--- src/ixw_pkg.sv ---
package ixw_pkg;

  // instruction word width and index register width
  localparam int unsigned INSTR_W = 10;
  localparam int unsigned INDEX_W = 4;

  // opcodes of the four handled instructions plus watchdog restart
  localparam logic [INSTR_W-1:0] OP_DECREMENT_INDEX  = 10'h017;
  localparam logic [INSTR_W-1:0] OP_INTERRUPT_MASK   = 10'h004;
  localparam logic [INSTR_W-1:0] OP_INTERRUPT_UNMASK = 10'h005;
  localparam logic [INSTR_W-1:0] OP_WATCHDOG_ARM     = 10'h29C;
  localparam logic [INSTR_W-1:0] OP_WATCHDOG_RESTART = 10'h3FE;

  // index value that marks a wrap from zero
  localparam logic [INDEX_W-1:0] INDEX_WRAP = 4'hF;
  localparam logic [INDEX_W-1:0] INDEX_ONE  = 4'h1;

  // values after reset
  localparam logic [INDEX_W-1:0] INDEX_RST   = 4'h0;
  localparam logic               GATE_RST    = 1'b0;
  localparam logic               ACCEPT_RST  = 1'b0;
  localparam logic               ARMED_RST   = 1'b0;
  localparam logic               STOPPED_RST = 1'b0;

  // instruction cycles between a gate change and its effect
  localparam int unsigned GATE_DELAY_CYC = 1;

  typedef enum logic [1:0] {
    IXW_RUN,
    IXW_SKIP
  } ixw_mode_e;

  typedef struct packed {
    ixw_mode_e          mode;
    logic [INDEX_W-1:0] index;
    logic               gate;
    logic               accept;
    logic               armed;
    logic               stopped;
    logic               restart;
    logic               skipped;
    logic               done;
    logic               skip;
  } ixw_state_s;

endpackage

--- src/ixw_dec_if.sv ---
`timescale 1ns/100ps
interface ixw_dec_if;
  logic [ixw_pkg::INSTR_W-1:0] word;
  logic                        dec_index;
  logic                        dec_mask;
  logic                        dec_unmask;
  logic                        dec_arm;
  logic                        dec_restart;

  modport decoder (
    input  word,
    output dec_index,
    output dec_mask,
    output dec_unmask,
    output dec_arm,
    output dec_restart
  );

  modport core (
    output word,
    input  dec_index,
    input  dec_mask,
    input  dec_unmask,
    input  dec_arm,
    input  dec_restart
  );
endinterface

--- src/ixw_decode.sv ---
`timescale 1ns/100ps
module ixw_decode (
  ixw_dec_if.decoder dec
);

  // full ten-bit compare, so no partial match can fire an operation
  assign dec.dec_index   = (dec.word == ixw_pkg::OP_DECREMENT_INDEX);
  assign dec.dec_mask    = (dec.word == ixw_pkg::OP_INTERRUPT_MASK);
  assign dec.dec_unmask  = (dec.word == ixw_pkg::OP_INTERRUPT_UNMASK);
  assign dec.dec_arm     = (dec.word == ixw_pkg::OP_WATCHDOG_ARM);
  assign dec.dec_restart = (dec.word == ixw_pkg::OP_WATCHDOG_RESTART);

endmodule

--- src/ixw_exec.sv ---
`timescale 1ns/100ps
// What this block does
// - decrement index; skip next when it wraps to 15
// - mask opcode clears the interrupt gate flag
// - masking takes effect one machine cycle later
// - unmask opcode sets the interrupt gate flag
// - unmasking takes effect only after a delay
// - arm opcode only latches permission to stop watchdog
// - restart after arm stops the watchdog
module ixw_exec (
  input  wire logic                        clk_sys,
  input  wire logic                        arst_n,
  input  wire logic                        instr_valid,
  input  wire logic [ixw_pkg::INSTR_W-1:0] instr_word,
  input  wire logic                        index_load,
  input  wire logic [ixw_pkg::INDEX_W-1:0] index_load_val,
  output logic      [ixw_pkg::INDEX_W-1:0] index_q,
  output logic                             skip_pending_q,
  output logic                             instr_skipped_q,
  output logic                             instr_done_q,
  output logic                             irq_gate_flag_q,
  output logic                             irq_accept_en_q,
  output logic                             wdt_stop_armed_q,
  output logic                             wdt_restart_q,
  output logic                             wdt_stopped_q
);

  // the whole execution state lives in one packed struct register
  ixw_pkg::ixw_state_s             state_q;
  ixw_pkg::ixw_state_s             state_d;

  // qualified strobes: a word acts only when taken and not skipped
  logic                            executing;
  logic                            run_index;
  logic                            run_mask;
  logic                            run_unmask;
  logic                            run_arm;
  logic                            run_restart;
  logic                            load_index;

  // decrement datapath and its wrap test
  logic [ixw_pkg::INDEX_W-1:0]     index_dec;
  logic [ixw_pkg::INDEX_W-1:0]     index_borrow;
  logic                            index_wraps;

  // opcode decode sits in its own module behind the decode interface
  ixw_dec_if dec_bus ();

  // decode is pure combinational; the word is taken on instr_valid
  assign dec_bus.word = instr_word;

  ixw_decode u_decode (
    .dec (dec_bus.decoder)
  );

  // a skipped word still uses its instruction cycle but does nothing;
  // every opcode strobe below is gated by this one term; the index load is not
  assign executing = instr_valid && (state_q.mode == ixw_pkg::IXW_RUN);

  // one strobe per handled opcode, each gated by a running word
  assign run_index   = executing && dec_bus.dec_index;
  assign run_mask    = executing && dec_bus.dec_mask;
  assign run_unmask  = executing && dec_bus.dec_unmask;
  assign run_arm     = executing && dec_bus.dec_arm;
  assign run_restart = executing && dec_bus.dec_restart;

  // the decrement owns the index in its cycle, so a load then is dropped
  assign load_index = index_load && !run_index;

  // one full subtractor per index bit; the borrow ripples upward and
  // the last one is dropped, so zero minus one wraps round to fifteen
  assign index_borrow[0] = 1'b0;

  for (genvar b = 0; b < ixw_pkg::INDEX_W; b++)
  begin : g_index_bit
    assign index_dec[b] = state_q.index[b] ^ ixw_pkg::INDEX_ONE[b] ^
                          index_borrow[b];
    if (b < ixw_pkg::INDEX_W - 1)
    begin : g_borrow
      assign index_borrow[b+1] =
        (!state_q.index[b] && ixw_pkg::INDEX_ONE[b]) ||
        (!(state_q.index[b] ^ ixw_pkg::INDEX_ONE[b]) && index_borrow[b]);
    end
  end

  // wrap test on the result itself, so it reads as fifteen after a step
  assign index_wraps = (index_dec == ixw_pkg::INDEX_WRAP);

  // next state, one field group at a time; a field that no group
  // touches simply keeps its held value
  always_comb
  begin
    state_d         = state_q;

    // pulses drop back to zero unless a taken word raises them
    state_d.restart = 1'b0;
    state_d.skipped = 1'b0;
    state_d.done    = 1'b0;

    // index: a decrement wins over a load from other instructions
    if (run_index)
    begin
      state_d.index = index_dec;
    end
    else if (load_index)
    begin
      // the load is the only other writer of the index
      state_d.index = index_load_val;
    end

    // skip sequencing: a wrap sets it, the next taken word clears it
    case (state_q.mode)
      ixw_pkg::IXW_RUN:
      begin
        // only a decrement that wraps asks for a skip
        if (run_index && index_wraps)
        begin
          state_d.mode = ixw_pkg::IXW_SKIP;
        end
      end
      ixw_pkg::IXW_SKIP:
      begin
        if (instr_valid)
        begin
          // the word after a wrap is discarded entirely
          state_d.mode    = ixw_pkg::IXW_RUN;
          state_d.skipped = 1'b1;
        end
      end
      default:
      begin
        // an unused mode code falls back to running
        state_d.mode = ixw_pkg::IXW_RUN;
      end
    endcase

    // registered copy of the skip state, so its output needs no gate;
    // it always moves in step with the mode field
    state_d.skip = (state_d.mode == ixw_pkg::IXW_SKIP);

    // every taken word, skipped or not, is one cycle and one pulse;
    // unknown opcodes do nothing else but still move accept along
    if (instr_valid)
    begin
      // accept follows the gate value held before this cycle, so a
      // change reaches interrupt acceptance one machine cycle later
      state_d.accept = state_q.gate;
      state_d.done   = 1'b1;
    end

    // interrupt gate: mask clears it, unmask sets it; the two are
    // distinct words, so at most one of them fires in a cycle
    if (run_mask)
    begin
      state_d.gate = 1'b0;
    end
    if (run_unmask)
    begin
      state_d.gate = 1'b1;
    end

    // arming is sticky; it only permits a later restart to stop
    if (run_arm)
    begin
      state_d.armed = 1'b1;
    end

    // restart always pulses; it stops the watchdog only once armed,
    // and the stop then holds until reset
    if (run_restart)
    begin
      state_d.restart = 1'b1;
      if (state_q.armed)
      begin
        state_d.stopped = 1'b1;
      end
    end
  end

  // single state register, constants only under reset
  always_ff @(posedge clk_sys or negedge arst_n)
  begin
    if (!arst_n)
    begin
      state_q.mode    <= ixw_pkg::IXW_RUN;
      state_q.index   <= ixw_pkg::INDEX_RST;
      state_q.gate    <= ixw_pkg::GATE_RST;
      state_q.accept  <= ixw_pkg::ACCEPT_RST;
      state_q.armed   <= ixw_pkg::ARMED_RST;
      state_q.stopped <= ixw_pkg::STOPPED_RST;
      state_q.restart <= 1'b0;
      state_q.skipped <= 1'b0;
      state_q.done    <= 1'b0;
      state_q.skip    <= 1'b0;
    end
    else
    begin
      state_q <= state_d;
    end
  end

  // every output comes straight from a state flop; the block has no
  // carry output, so none of these opcodes can ever disturb a carry

  // index register and skip sequencing
  assign index_q          = state_q.index;
  assign skip_pending_q   = state_q.skip;
  assign instr_skipped_q  = state_q.skipped;

  // one-cycle pulse per taken word
  assign instr_done_q     = state_q.done;

  // interrupt gate and the acceptance that trails it by one word
  assign irq_gate_flag_q  = state_q.gate;
  assign irq_accept_en_q  = state_q.accept;

  // watchdog arm, restart pulse and sticky stop state
  assign wdt_stop_armed_q = state_q.armed;
  assign wdt_restart_q    = state_q.restart;
  assign wdt_stopped_q    = state_q.stopped;

endmodule

--- config.mk ---
export PLATFORM = sky130hd
export DESIGN_NAME = ixw_exec
export DESIGN_NICKNAME = d
export VERILOG_FILES = /design/src/ixw_pkg.sv /design/src/ixw_dec_if.sv /design/src/ixw_decode.sv /design/src/ixw_exec.sv
export SDC_FILE = /design/constraint.sdc
export NUM_CORES = 1
export LEC_CHECK = 0
export ABC_AREA = 1
export BUFFER_PORTS_ARGS = -buffer_cell sky130_fd_sc_hd__buf_2
export CORE_UTILIZATION = 51
export DETAILED_ROUTE_END_ITERATION = 7
export PLACE_DENSITY = 0.79
export SLEW_MARGIN = 30
export SYNTH_ARGS = -nofsm -noshare
export SYNTH_HDL_FRONTEND = slang
export SYNTH_HIERARCHICAL = 1
export SYNTH_SLANG_ARGS = --single-unit
--- constraint.sdc ---
create_clock -name clk_sys -period 2.9 [get_ports clk_sys]
set_clock_uncertainty 0.1 [all_clocks]
set_input_delay 0.58 -clock clk_sys [delete_from_list [all_inputs] [get_ports clk_sys]]
set_output_delay 0.58 -clock clk_sys [all_outputs]
set_load 0.03 [all_outputs]
[Word level (Yosys, flattened, before mapping)]
Index checks and enable logic that the tools add are counted.
Storage, ports and cells
  bits in registers: 14
  input bits: 18
  output and inout bits: 12
  word-level logic and storage cells: 50
Operators by class
  equal/unequal tests: 8
  mux-type cells: 10
  bitwise gates (word level): 4
  reductions and logical operators: 18
Operators with widths (count)
  $eq A10 B10 Y1 const B: 2
  $eq A10 B3 Y1 const B: 2
  $eq A10 B5 Y1 const B: 1
  $logic_and A1 B1 Y1: 10
  $mux W4: 2
  $mux W1: 5
  $eq A2 B1 Y1 const B: 2
  $eq A4 B4 Y1 const B: 1
  $logic_not A1 Y1: 4
  $mux W2: 2
  $pmux W2 S2: 1
  $reduce_bool A2 Y1: 2
  $xor A1 B1 Y1: 3
  $logic_not A2 Y1: 1
  $reduce_and A2 Y1: 1
  $not A1 Y1: 1

[Longest topological paths before layout]
Gate-level depths: netlist of the first run.
  depth after elaboration: 9
  gate-level depth with buffers: 10

[By module]
The synthesis of the first run kept the hierarchy.
By module, submodules not included
  ixw_exec: times used 1, cells an instance 77, area an instance 695.7 sq um, sequential area each 350.3 sq um
  ixw_decode: times used 1, cells an instance 36, area an instance 147.6 sq um, sequential area each 0.0 sq um

[Worst setup path before layout of the first run]
Ideal clock, no wire load.
  path type: input -> register
  from: input instr_word[3] in the netlist's numbering
  to: register state_q, in the netlist index_q[2]
  library setup time: 113 ps
  arrival time: 1256 ps
  data required time: 2687 ps
  setup slack: 1432 ps
  stages: 10
  cells stage by stage: clkinv_1 > nand2_1 > nor2_2 > inv_1 > nor2_2 > nand3_4 > nand2_1 > nand2_1 > nand2_1 > inv_1
Between the ends
  cells in the longest elaborated chain, start to end: 5
Ends and longest elaborated chain
  start, declared: RTL line ixw_exec.sv:14  | input wire logic [ixw_pkg::INSTR_W-1:0] instr_word,
  $eq A10 B5 Y1 *: RTL line ixw_decode.sv:7  | assign dec.dec_index = (dec.word == ixw_pkg::OP_DECREMENT_INDEX);
  via dec_bus.dec_index: RTL line ixw_dec_if.sv:4  | logic dec_index;
  $logic_and A1 B1 Y1 *: RTL line ixw_exec.sv:61  | assign run_index = executing && dec_bus.dec_index;
  $logic_not A1 Y1: RTL line ixw_exec.sv:68  | assign load_index = index_load && !run_index;
  $logic_and A1 B1 Y1: RTL line ixw_exec.sv:68
  $reduce_bool A2 Y1 (no line)
  end signal, assigned: RTL line ixw_exec.sv:198  | state_q <= state_d;
  end, declared: RTL line ixw_exec.sv:29  | ixw_pkg::ixw_state_s state_q;
Mark *: on every way through the listed nets, which the timed path passes. The rest lies on a longest branch.
A chain may end at the register's enable or synchronous reset.

[Worst setup path in the final report of the first run]
  from: register state_q, in the netlist index_q[3]
  to: output index_q[3] in the netlist's numbering
RTL lines
  end, declared: RTL line ixw_exec.sv:17  | output logic [ixw_pkg::INDEX_W-1:0] index_q,
No word-level cell between the ends.

==> flow_summary.json, run 1 <==
{
  "cts_buffer_depth": 2,
  "cts_tree": "yes",
  "rows": 14,
  "first_pass_iters": 4,
  "finalWorstSetupSlack_ns": 1.30,
  "synthMuxAreaShare_pct": 0,
  "grt_setup_unrepaired": "no",
  "synth_top_family_by_area": "simple AND/OR/NAND/NOR gates",
  "layout_commonest_cell": "nand2_1",
  "cp_slowest_stage_delay_ns": 0.42,
  "maxCapViolations": 0,
  "grt_max_degree": 15,
  "synth-seq-cells": 14,
  "grt_util_met1_pct": 19.8,
  "clk_latency_ns": 0.27,
  "drt-total-wl_um": 1430,
  "busiest_layer": "met2",
  "period_share_pct": 55.3,
  "place.port_buffers": 29,
  "slowest_stage": "dfrtp_1",
  "arrival_ns": 0.92,
  "post_cts_buffers": 0,
  "synth_compound_area_share_pct": 3.86,
  "diodes": 0,
  "drc_errors": 0,
  "syn_area_per_cell_um2": 7.46,
  "cpLargestDelayFamily": "flip-flops",
  "irDropWorstVdd_mv": 0.159,
  "antenna_found_initial": 0,
  "grt_pass1_vias": 620,
  "status": "finished, final reports clean",
  "cts_root_buffer": "clkbuf_4",
  "slew_violations": 0,
  "start_util_pct": 55.3,
  "postCtsHoldBufs": 0,
  "max_clock_freq_ghz": 0.624,
  "ys_seq_area_share_pct": 41.5,
  "crit_type": "reg2out",
  "areaGrowthSynthToFinish_pct": 18.7,
  "yosysUniqueCellTypes": 24,
  "critPathLaunchType": "flop",
  "grt_use_total_pct": 17.4,
  "cts.sinks": 14,
  "p_leak_nw": 0.607,
  "synthCells": 113,
  "setup-tns-final_ns": 0,
  "ioPinCount": 30,
  "yosys_warnings": 6,
  "nets": 164,
  "vias": 731,
  "core_um2": 1520,
  "fp.dieW_um": 42.7,
  "cp_num_buf_inv": 1,
  "cts_htree_levels": 1,
  "yosys.area_share.simple_pct": 33.2,
  "fillers": 133,
  "rrSetupSlack_ns": 1.48,
  "vias_per_cell": 4.66,
  "hold_viol": 0,
  "setup_viol": 0,
  "synth_area_um2": 843,
  "synthAdderAreaFrac_pct": 4.45,
  "end_kind": "output pin",
  "die_h_um": 42.7,
  "min_period_ns": 1.60,
  "crit_chain": "buf_2",
  "grt_use_met3_pct": 1.28,
  "synth_nets": 134,
  "ant_nets": 0,
  "pre_cts_slack_ns": 1.22,
  "grt_pass1_wl_um": 2320,
  "cp_max_fo": 4,
  "gp_congestion": 0.768,
  "hold_class": "in2async",
  "cp.required_ns": 2.22,
  "cts_resized": 0,
  "powerDensity_nw_per_um2": 387,
  "die_area_um2": 1820,
  "layout_common_cells": "nand2_1, buf_2, inv_1",
  "clkSlewWorstSetupHoldPaths_ns": 0.08,
  "grt_util_met2_pct": 30.0,
  "drive_above_1_share_pct": 30.5,
  "drt_iter0_markers": 7,
  "numCtsBuffers": 3,
  "synthXorXnorAreaFrac_pct": 2.08,
  "dpl.hpwl_um": 1190,
  "wl_per_cell_um": 9.08,
  "overflow": 0
}
power by group:
group	switching, W	leakage (nW)	internal, W	total (W)
clock	0.0000567	0.0138	0.0000481	0.000105
combinational	0.0000481	0.412	0.0000278	0.0000759
sequential	0.00000522	0.182	0.000202	0.000207
total	0.000110	0.607	0.000278	0.000388
synth_stat cells:
cell type / number / share of area [%]
nand3_1: 7 / 4.2
or2_1: 1 / 0.74
dfrtp_1: 14 / 42
nor3b_1: 1 / 0.89
nor2_1: 12 / 5.3
a21o_2: 1 / 1.0
nand2_1: 30 / 13
clkinv_1: 1 / 0.44
nand3_4: 1 / 2.1
inv_2: 2 / 0.89
nor2_2: 3 / 2.2
buf_4: 4 / 3.6
clkinv_2: 1 / 0.59
nand4_1: 2 / 1.5
nor2_4: 1 / 1.3
nand2_2: 1 / 0.74
ha_1: 3 / 4.5
a31o_2: 1 / 1.0
o21ai_0: 3 / 1.8
xor2_1: 1 / 1.0
nand3b_1: 1 / 0.89
conb_1: 1 / 0.44
xnor2_1: 1 / 1.0
inv_1: 20 / 8.9
through the flow:
step                cells  power [W]  hold slack [ns]  util (%)  cell area [um^2]
finish                157   0.000388           0.0820      65.7              1000
global route          157   0.000410           0.0990      65.7              1000
CTS                   157   0.000392           0.0898      65.7              1000
detailed placement    154   0.000288            0.347      64.2               978
global placement      154   0.000286            0.341      64.2               978
floorplan             113   0.000263            0.184         -               843
final cells by class:
class / count / area, um^2 / area share [%]
Multi-Input combinational cell: 71 / 372 / 37.1
Sequential cell: 14 / 350 / 35.0
Timing Repair Buffer: 29 / 145 / 14.5
Inverter: 24 / 91.3 / 9.13
Clock buffer: 3 / 22.5 / 2.25
Tap cell: 16 / 20.0 / 2.00
cell families after synthesis:
kind of cell | Yosys count
flip-flops | 14
buffers and inverters | 28
AND/OR/NAND/NOR | 60
other | 1
adder cells (fa/ha/maj) | 3
XOR/XNOR | 2
AO/OA/AOI/OAI | 5
worst paths after layout:
path	from	endpoint	cells past startpoint
max	index_q[3]$_DFFE_PN0P_	index_q[3]	1
min	arst_n	index_q[2]$_DFFE_PN0P_	1
max reg2reg	index_q[0]$_DFFE_PN0P_	state_q[12]$_DFF_PN0_	8
min reg2reg	wdt_stopped_q$_DFFE_PN0P_	wdt_stopped_q$_DFFE_PN0P_	1
max in group asynchronous	arst_n	instr_skipped_q$_DFF_PN0_	1
min in group clk_sys	wdt_stopped_q$_DFFE_PN0P_	wdt_stopped_q$_DFFE_PN0P_	1
layer usage:
metal	vias up	routed length, um
li1	391	-
met1	317	598
met2	19	738
met3	4	48
met4	0	41
met5	-	0
registers in the layout (all words and copies together) (netlist names):
name and cells:
irq_accept_en_q 1, wdt_stop_armed_q 1, wdt_stopped_q 1, skip_pending_q 1, instr_skipped_q 1, wdt_restart_q 1, state_q 2, instr_done_q 1
irq_gate_flag_q 1, index_q 4
Note: power is estimated with default switching activity, not from simulation.
==> run 2: changes to the inputs <==
--- a/config.mk
+++ b/config.mk
@@ -7,9 +7,9 @@
 export LEC_CHECK = 0
 export ABC_AREA = 1
 export BUFFER_PORTS_ARGS = -buffer_cell sky130_fd_sc_hd__buf_2
-export CORE_UTILIZATION = 51
+export CORE_UTILIZATION = 43
 export DETAILED_ROUTE_END_ITERATION = 7
-export PLACE_DENSITY = 0.79
+export PLACE_DENSITY = 0.7
 export SLEW_MARGIN = 30
 export SYNTH_ARGS = -nofsm -noshare
 export SYNTH_HDL_FRONTEND = slang
==> constraint.sdc (replaced) <==
create_clock -name clk_sys -period 1.4 [get_ports clk_sys]
set_clock_uncertainty 0.1 [all_clocks]
set_input_delay 0.28 -clock clk_sys [delete_from_list [all_inputs] [get_ports clk_sys]]
set_output_delay 0.28 -clock clk_sys [all_outputs]
set_load 0.03 [all_outputs]
==> run 2 against run 1 <==
  * Via count increased by 5.1%
  * Sequential power up 110%
  * Design area grew 8.9%
  * Critical path depth increased by 7
  * Combinational power grew 150%
  * Sequential share of layout area fell by 2.9 points
  * First-iteration DRC count rose by 71%
  * Setup slack lost 1.3 ns
  * Largest power group unchanged
==> flow_summary.json, run 2 (synthesis gave the netlist of run 1 again) <==
{
  "grt_use_total_pct": 16.2,
  "rows": 15,
  "die_h_um": 46.3,
  "max_clock_freq_ghz": 0.737,
  "nets": 168,
  "clk_latency_ns": 0.27,
  "gp_congestion": 0.786,
  "setup-tns-final_ns": 0,
  "core_um2": 1780,
  "fp.dieW_um": 46.3,
  "min_period_ns": 1.36,
  "hold_viol": 0,
  "die_area_um2": 2140,
  "drt_iter0_markers": 12,
  "drc_errors": 0,
  "p_leak_nw": 0.631,
  "numCtsBuffers": 3,
  "status": "finished, final reports clean",
  "grt_setup_unrepaired": "yes",
  "clkSlewWorstSetupHoldPaths_ns": 0.09,
  "fillers": 159,
  "maxCapViolations": 0,
  "antenna_found_initial": 0,
  "diodes": 0,
  "wl_per_cell_um": 9.36,
  "start_util_pct": 47.3,
  "first_pass_iters": 4,
  "cp.required_ns": 1.47,
  "hold_class": "in2reg",
  "powerDensity_nw_per_um2": 832,
  "period_share_pct": 96.9,
  "cts_root_buffer": "clkbuf_4",
  "irDropWorstVdd_mv": 0.324,
  "overflow": 0,
  "cts_htree_levels": 1,
  "grt_pass1_vias": 602,
  "crit_type": "reg2reg",
  "arrival_ns": 1.43,
  "dpl.hpwl_um": 1230,
  "multi_input_area_um2": 397,
  "layout_common_cells": "nand2_1, buf_2, inv_1",
  "areaGrowthSynthToFinish_pct": 29.2,
  "grt_pass1_wl_um": 2470,
  "place.port_buffers": 29,
  "end_kind": "flop",
  "layout_commonest_cell": "nand2_1",
  "cts_tree": "yes",
  "vias_per_cell": 4.49,
  "ant_nets": 0,
  "rrSetupSlack_ns": 0.04,
  "cts.sinks": 14,
  "seq_area_um2": 350,
  "drive_above_1_share_pct": 35.6,
  "setup_viol": 0,
  "vias": 768,
  "ioPinCount": 30,
  "drt-total-wl_um": 1600,
  "worst_hold_slack_ns": 0.127,
  "largest_reg_flops": 4,
  "utilization_pct": 61.1,
  "slew_violations": 0,
  "cts_buffer_depth": 2,
  "cp_max_fo": 2,
  "grt_max_degree": 15,
  "critPathLaunchType": "flop"
}
run 2: area by class of cell:
cell class	count	area share, %
multi-input combinational	71	36.4
sequential	14	32.1
timing repair buffer	33	16.9
inverter	24	8.38
clock buffer	4	3.33
tap	25	2.87
run 2: per-stage QoR:
stage / cell area [um^2] / setup slack [ns] / total power, W / std cells
finish: 1090 / 0.0429 / 0.000907 / 171
global route: 1090 / -0.0598 / 0.000960 / 171
CTS: 1050 / 0.0000561 / 0.000894 / 170
detailed placement: 997 / -0.0225 / 0.000601 / 164
global placement: 997 / -0.0160 / 0.000597 / 164
floorplan: 843 / 0.0803 / 0.000546 / 113
run 2: what timing repair did:
item,4_1_cts,5_1_grt
pin swaps,0,5
resized for setup,1,8
buffers inserted,1,1
hold endpoints to repair,14,0
setup endpoints to repair,3,5
hold buffers,1,0
run 2: metal layers:
| layer | track usage [%] | wire length [um] | vias up |
|---|---|---|---|
| met5 | 0 | 0 | - |
| met1 | 20.2 | 707 | 340 |
| li1 | - | - | 398 |
| met3 | 3.53 | 88 | 2 |
| met4 | 5.29 | 11 | 0 |
| met2 | 27.3 | 791 | 28 |
run 2: where the power goes:
part | internal [W] | switching (W) | total [W]
clock network | 0.000158 | 0.000129 | 0.000287
registers | 0.000418 | 0.0000120 | 0.000430
logic | 0.0000792 | 0.000110 | 0.000189
run 2: critical path: stages, from the launching register on:
cell	delay (ns)
dfrtp_1	0.39
inv_2	0.06
ha_4	0.16
ha_4	0.25
inv_2	0.02
nand4_1	0.10
inv_1	0.05
nand2_1	0.07
nand2_1	0.05
run 2: final timing paths:
kind | start | end | cells after the start
max in group asynchronous | arst_n | wdt_stopped_q$_DFFE_PN0P_ | 2
setup reg to reg | index_q[1]$_DFFE_PN0P_ | skip_pending_q$_DFF_PN0_ | 8
setup / recovery | index_q[1]$_DFFE_PN0P_ | skip_pending_q$_DFF_PN0_ | 8
hold / removal | instr_valid | instr_done_q$_DFF_PN0_ | 1
min in group asynchronous | arst_n | skip_pending_q$_DFF_PN0_ | 2
hold reg to reg | wdt_stopped_q$_DFFE_PN0P_ | wdt_stopped_q$_DFFE_PN0P_ | 1
==> run 3: changes to the inputs <==
--- a/config.mk
+++ b/config.mk
@@ -7,9 +7,9 @@
 export LEC_CHECK = 0
 export ABC_AREA = 1
 export BUFFER_PORTS_ARGS = -buffer_cell sky130_fd_sc_hd__buf_2
-export CORE_UTILIZATION = 43
+export CORE_UTILIZATION = 48
 export DETAILED_ROUTE_END_ITERATION = 7
-export PLACE_DENSITY = 0.7
+export PLACE_DENSITY = 0.74
 export SLEW_MARGIN = 30
 export SYNTH_ARGS = -nofsm -noshare
 export SYNTH_HDL_FRONTEND = slang
==> constraint.sdc (replaced) <==
create_clock -name clk_sys -period 1.45 [get_ports clk_sys]
set_clock_uncertainty 0.1 [all_clocks]
set_input_delay 0.29 -clock clk_sys [delete_from_list [all_inputs] [get_ports clk_sys]]
set_output_delay 0.29 -clock clk_sys [all_outputs]
set_load 0.03 [all_outputs]
==> run 3 against run 2 <==
  * Design area decreased by 3.6%
  * Critical path depth unchanged
  * Flip-flop and latch count unchanged
  * Total power decreased by 11%
  * Sequential power decreased by 3%
  * Via count decreased by 3.1%
  * Final cell count decreased by 6.4%
  * Critical endpoint unchanged
  * Die area decreased by 10%
==> flow_summary.json, run 3 (synthesis gave the netlist of run 1 again) <==
{
  "status": "finished, final reports clean",
  "drt_iter0_markers": 17,
  "reg2reg_from": "index_q[1]$_DFFE_PN0P_",
  "slew_violations": 0,
  "arrival_ns": 1.45,
  "start_util_pct": 53.5,
  "hold_viol": 0,
  "worst_hold_slack_ns": 0.128,
  "clkSlewWorstSetupHoldPaths_ns": 0.08,
  "drt-total-wl_um": 1620,
  "nets": 167,
  "placed_cell_area_um2": 978,
  "drive_above_1_share_pct": 34.0,
  "first_pass_iters": 6,
  "maxCapViolations": 0,
  "powerDensity_nw_per_um2": 766,
  "vias": 744,
  "dpl.hpwl_um": 1230,
  "rr_worst_depth": 8,
  "cts.sinks": 14,
  "rows": 14,
  "critPathLaunchType": "flop",
  "cts_buffer_depth": 2,
  "ioPinCount": 30,
  "layout_common_cells": "nand2_1, buf_2, inv_1",
  "cp.required_ns": 1.52,
  "antenna_found_initial": 0,
  "cts_root_buffer": "clkbuf_4",
  "power.switching_w": 0.000236,
  "end_kind": "flop",
  "whs_path_depth": 1,
  "rrSetupSlack_ns": 0.07,
  "swShare_pct": 29.4,
  "min_period_ns": 1.38,
  "diodes": 0,
  "place.port_buffers": 29,
  "pwr-share-clk_pct": 26.8,
  "ant_nets": 0,
  "max_clock_freq_ghz": 0.723,
  "design_area_um2": 1050,
  "period_share_pct": 95.4,
  "setup_viol": 0,
  "utilization_pct": 66.7,
  "cts_htree_levels": 1,
  "die_area_um2": 1930,
  "die_h_um": 43.9,
  "grt_use_total_pct": 19.0,
  "hold_class": "in2reg",
  "fp.dieW_um": 43.9,
  "crit-reg2reg-capture": "skip_pending_q$_DFF_PN0_",
  "whs_endpoint": "instr_done_q$_DFF_PN0_",
  "largest_reg_flops": 4,
  "clk_latency_ns": 0.28,
  "overflow": 0,
  "hold_start": "instr_valid",
  "vias_per_cell": 4.65,
  "p_seq_share_pct": 51.5,
  "p_leak_nw": 0.618,
  "grt_max_degree": 15,
  "crit_type": "reg2reg",
  "layout_commonest_cell": "nand2_1",
  "grt_pass1_wl_um": 2710,
  "numCtsBuffers": 3,
  "irDropWorstVdd_mv": 0.505,
  "cp_max_fo": 3,
  "cts_tree": "yes",
  "wl_per_cell_um": 10.1,
  "grt_pass1_vias": 695,
  "gp_congestion": 0.803,
  "core_um2": 1580,
  "drc_errors": 0,
  "startpoint": "index_q[1]$_DFFE_PN0P_",
  "power_frac_comb_pct": 21.7,
  "internal_power_w": 0.000569,
  "areaGrowthSynthToFinish_pct": 24.6
}
==> run 3: worst max-delay path, stage by stage, from the launching register on <==
cell and delay [ns]:
dfrtp_1 0.38, inv_2 0.07, ha_4 0.16, ha_4 0.25, inv_1 0.03, nand4_1 0.10
inv_1 0.06, nand2_1 0.08, nand2_1 0.05
==> run 3: area by class of cell <==
type,count,area [um^2]
fill,153,526
multi-input combinational,71,397
sequential,14,350
timing repair buffer,32,170
inverter,24,91.3
clock buffer,3,22.5
tap,16,20.0
==> run 3: worst max-delay path by stage <==
stage                                     to  slack (ns)  cells after the start
finish              skip_pending_q$_DFF_PN0_        0.07                      8
global placement    skip_pending_q$_DFF_PN0_        0.03                      8
detailed placement     state_q[12]$_DFF_PN0_        0.05                      8
global route           state_q[12]$_DFF_PN0_       -0.01                      8
floorplan           skip_pending_q$_DFF_PN0_        0.13                      8
CTS                    state_q[12]$_DFF_PN0_        0.01                      8
==> run 3: per-layer routing <==
layer  part of all wire (%)  GRT usage, %  vias up
li1                       -             -      398
met1                     45          21.4      318
met2                     50          35.5       26
met3                    4.1          2.92        2
met4                   0.99          7.27        0
met5                      0             0        -
==> run 3: per-stage QoR <==
step | TNS, ns | power, W | setup slack, ns | cells
after floorplan | 0 | 0.000527 | 0.130 | 113
after global placement | 0 | 0.000573 | 0.0329 | 154
after detailed placement | 0 | 0.000576 | 0.0479 | 154
after CTS | 0 | 0.000788 | 0.00972 | 158
after global routing | -0.0230 | 0.000850 | -0.0117 | 160
final | 0 | 0.000805 | 0.0664 | 160
==> run 3: power by group through the flow <==
stage          logic, W  registers (W)  clock network (W)
2_1_floorplan  0.000101       0.000426                  0
3_3_place_gp   0.000152       0.000422                  0
3_5_place_dp   0.000154       0.000422                  0
4_1_cts        0.000159       0.000414           0.000215
5_1_grt        0.000197       0.000417           0.000235
6_report       0.000175       0.000415           0.000216
==> run 3: what timing repair did <==
action | 4_1_cts | 5_1_grt
setup endpoints to repair | 0 | 4
hold buffers | 1 | 0
gates resized for setup | 0 | 5
endpoints found under the hold margin | 14 | 0
buffers inserted | 0 | 2
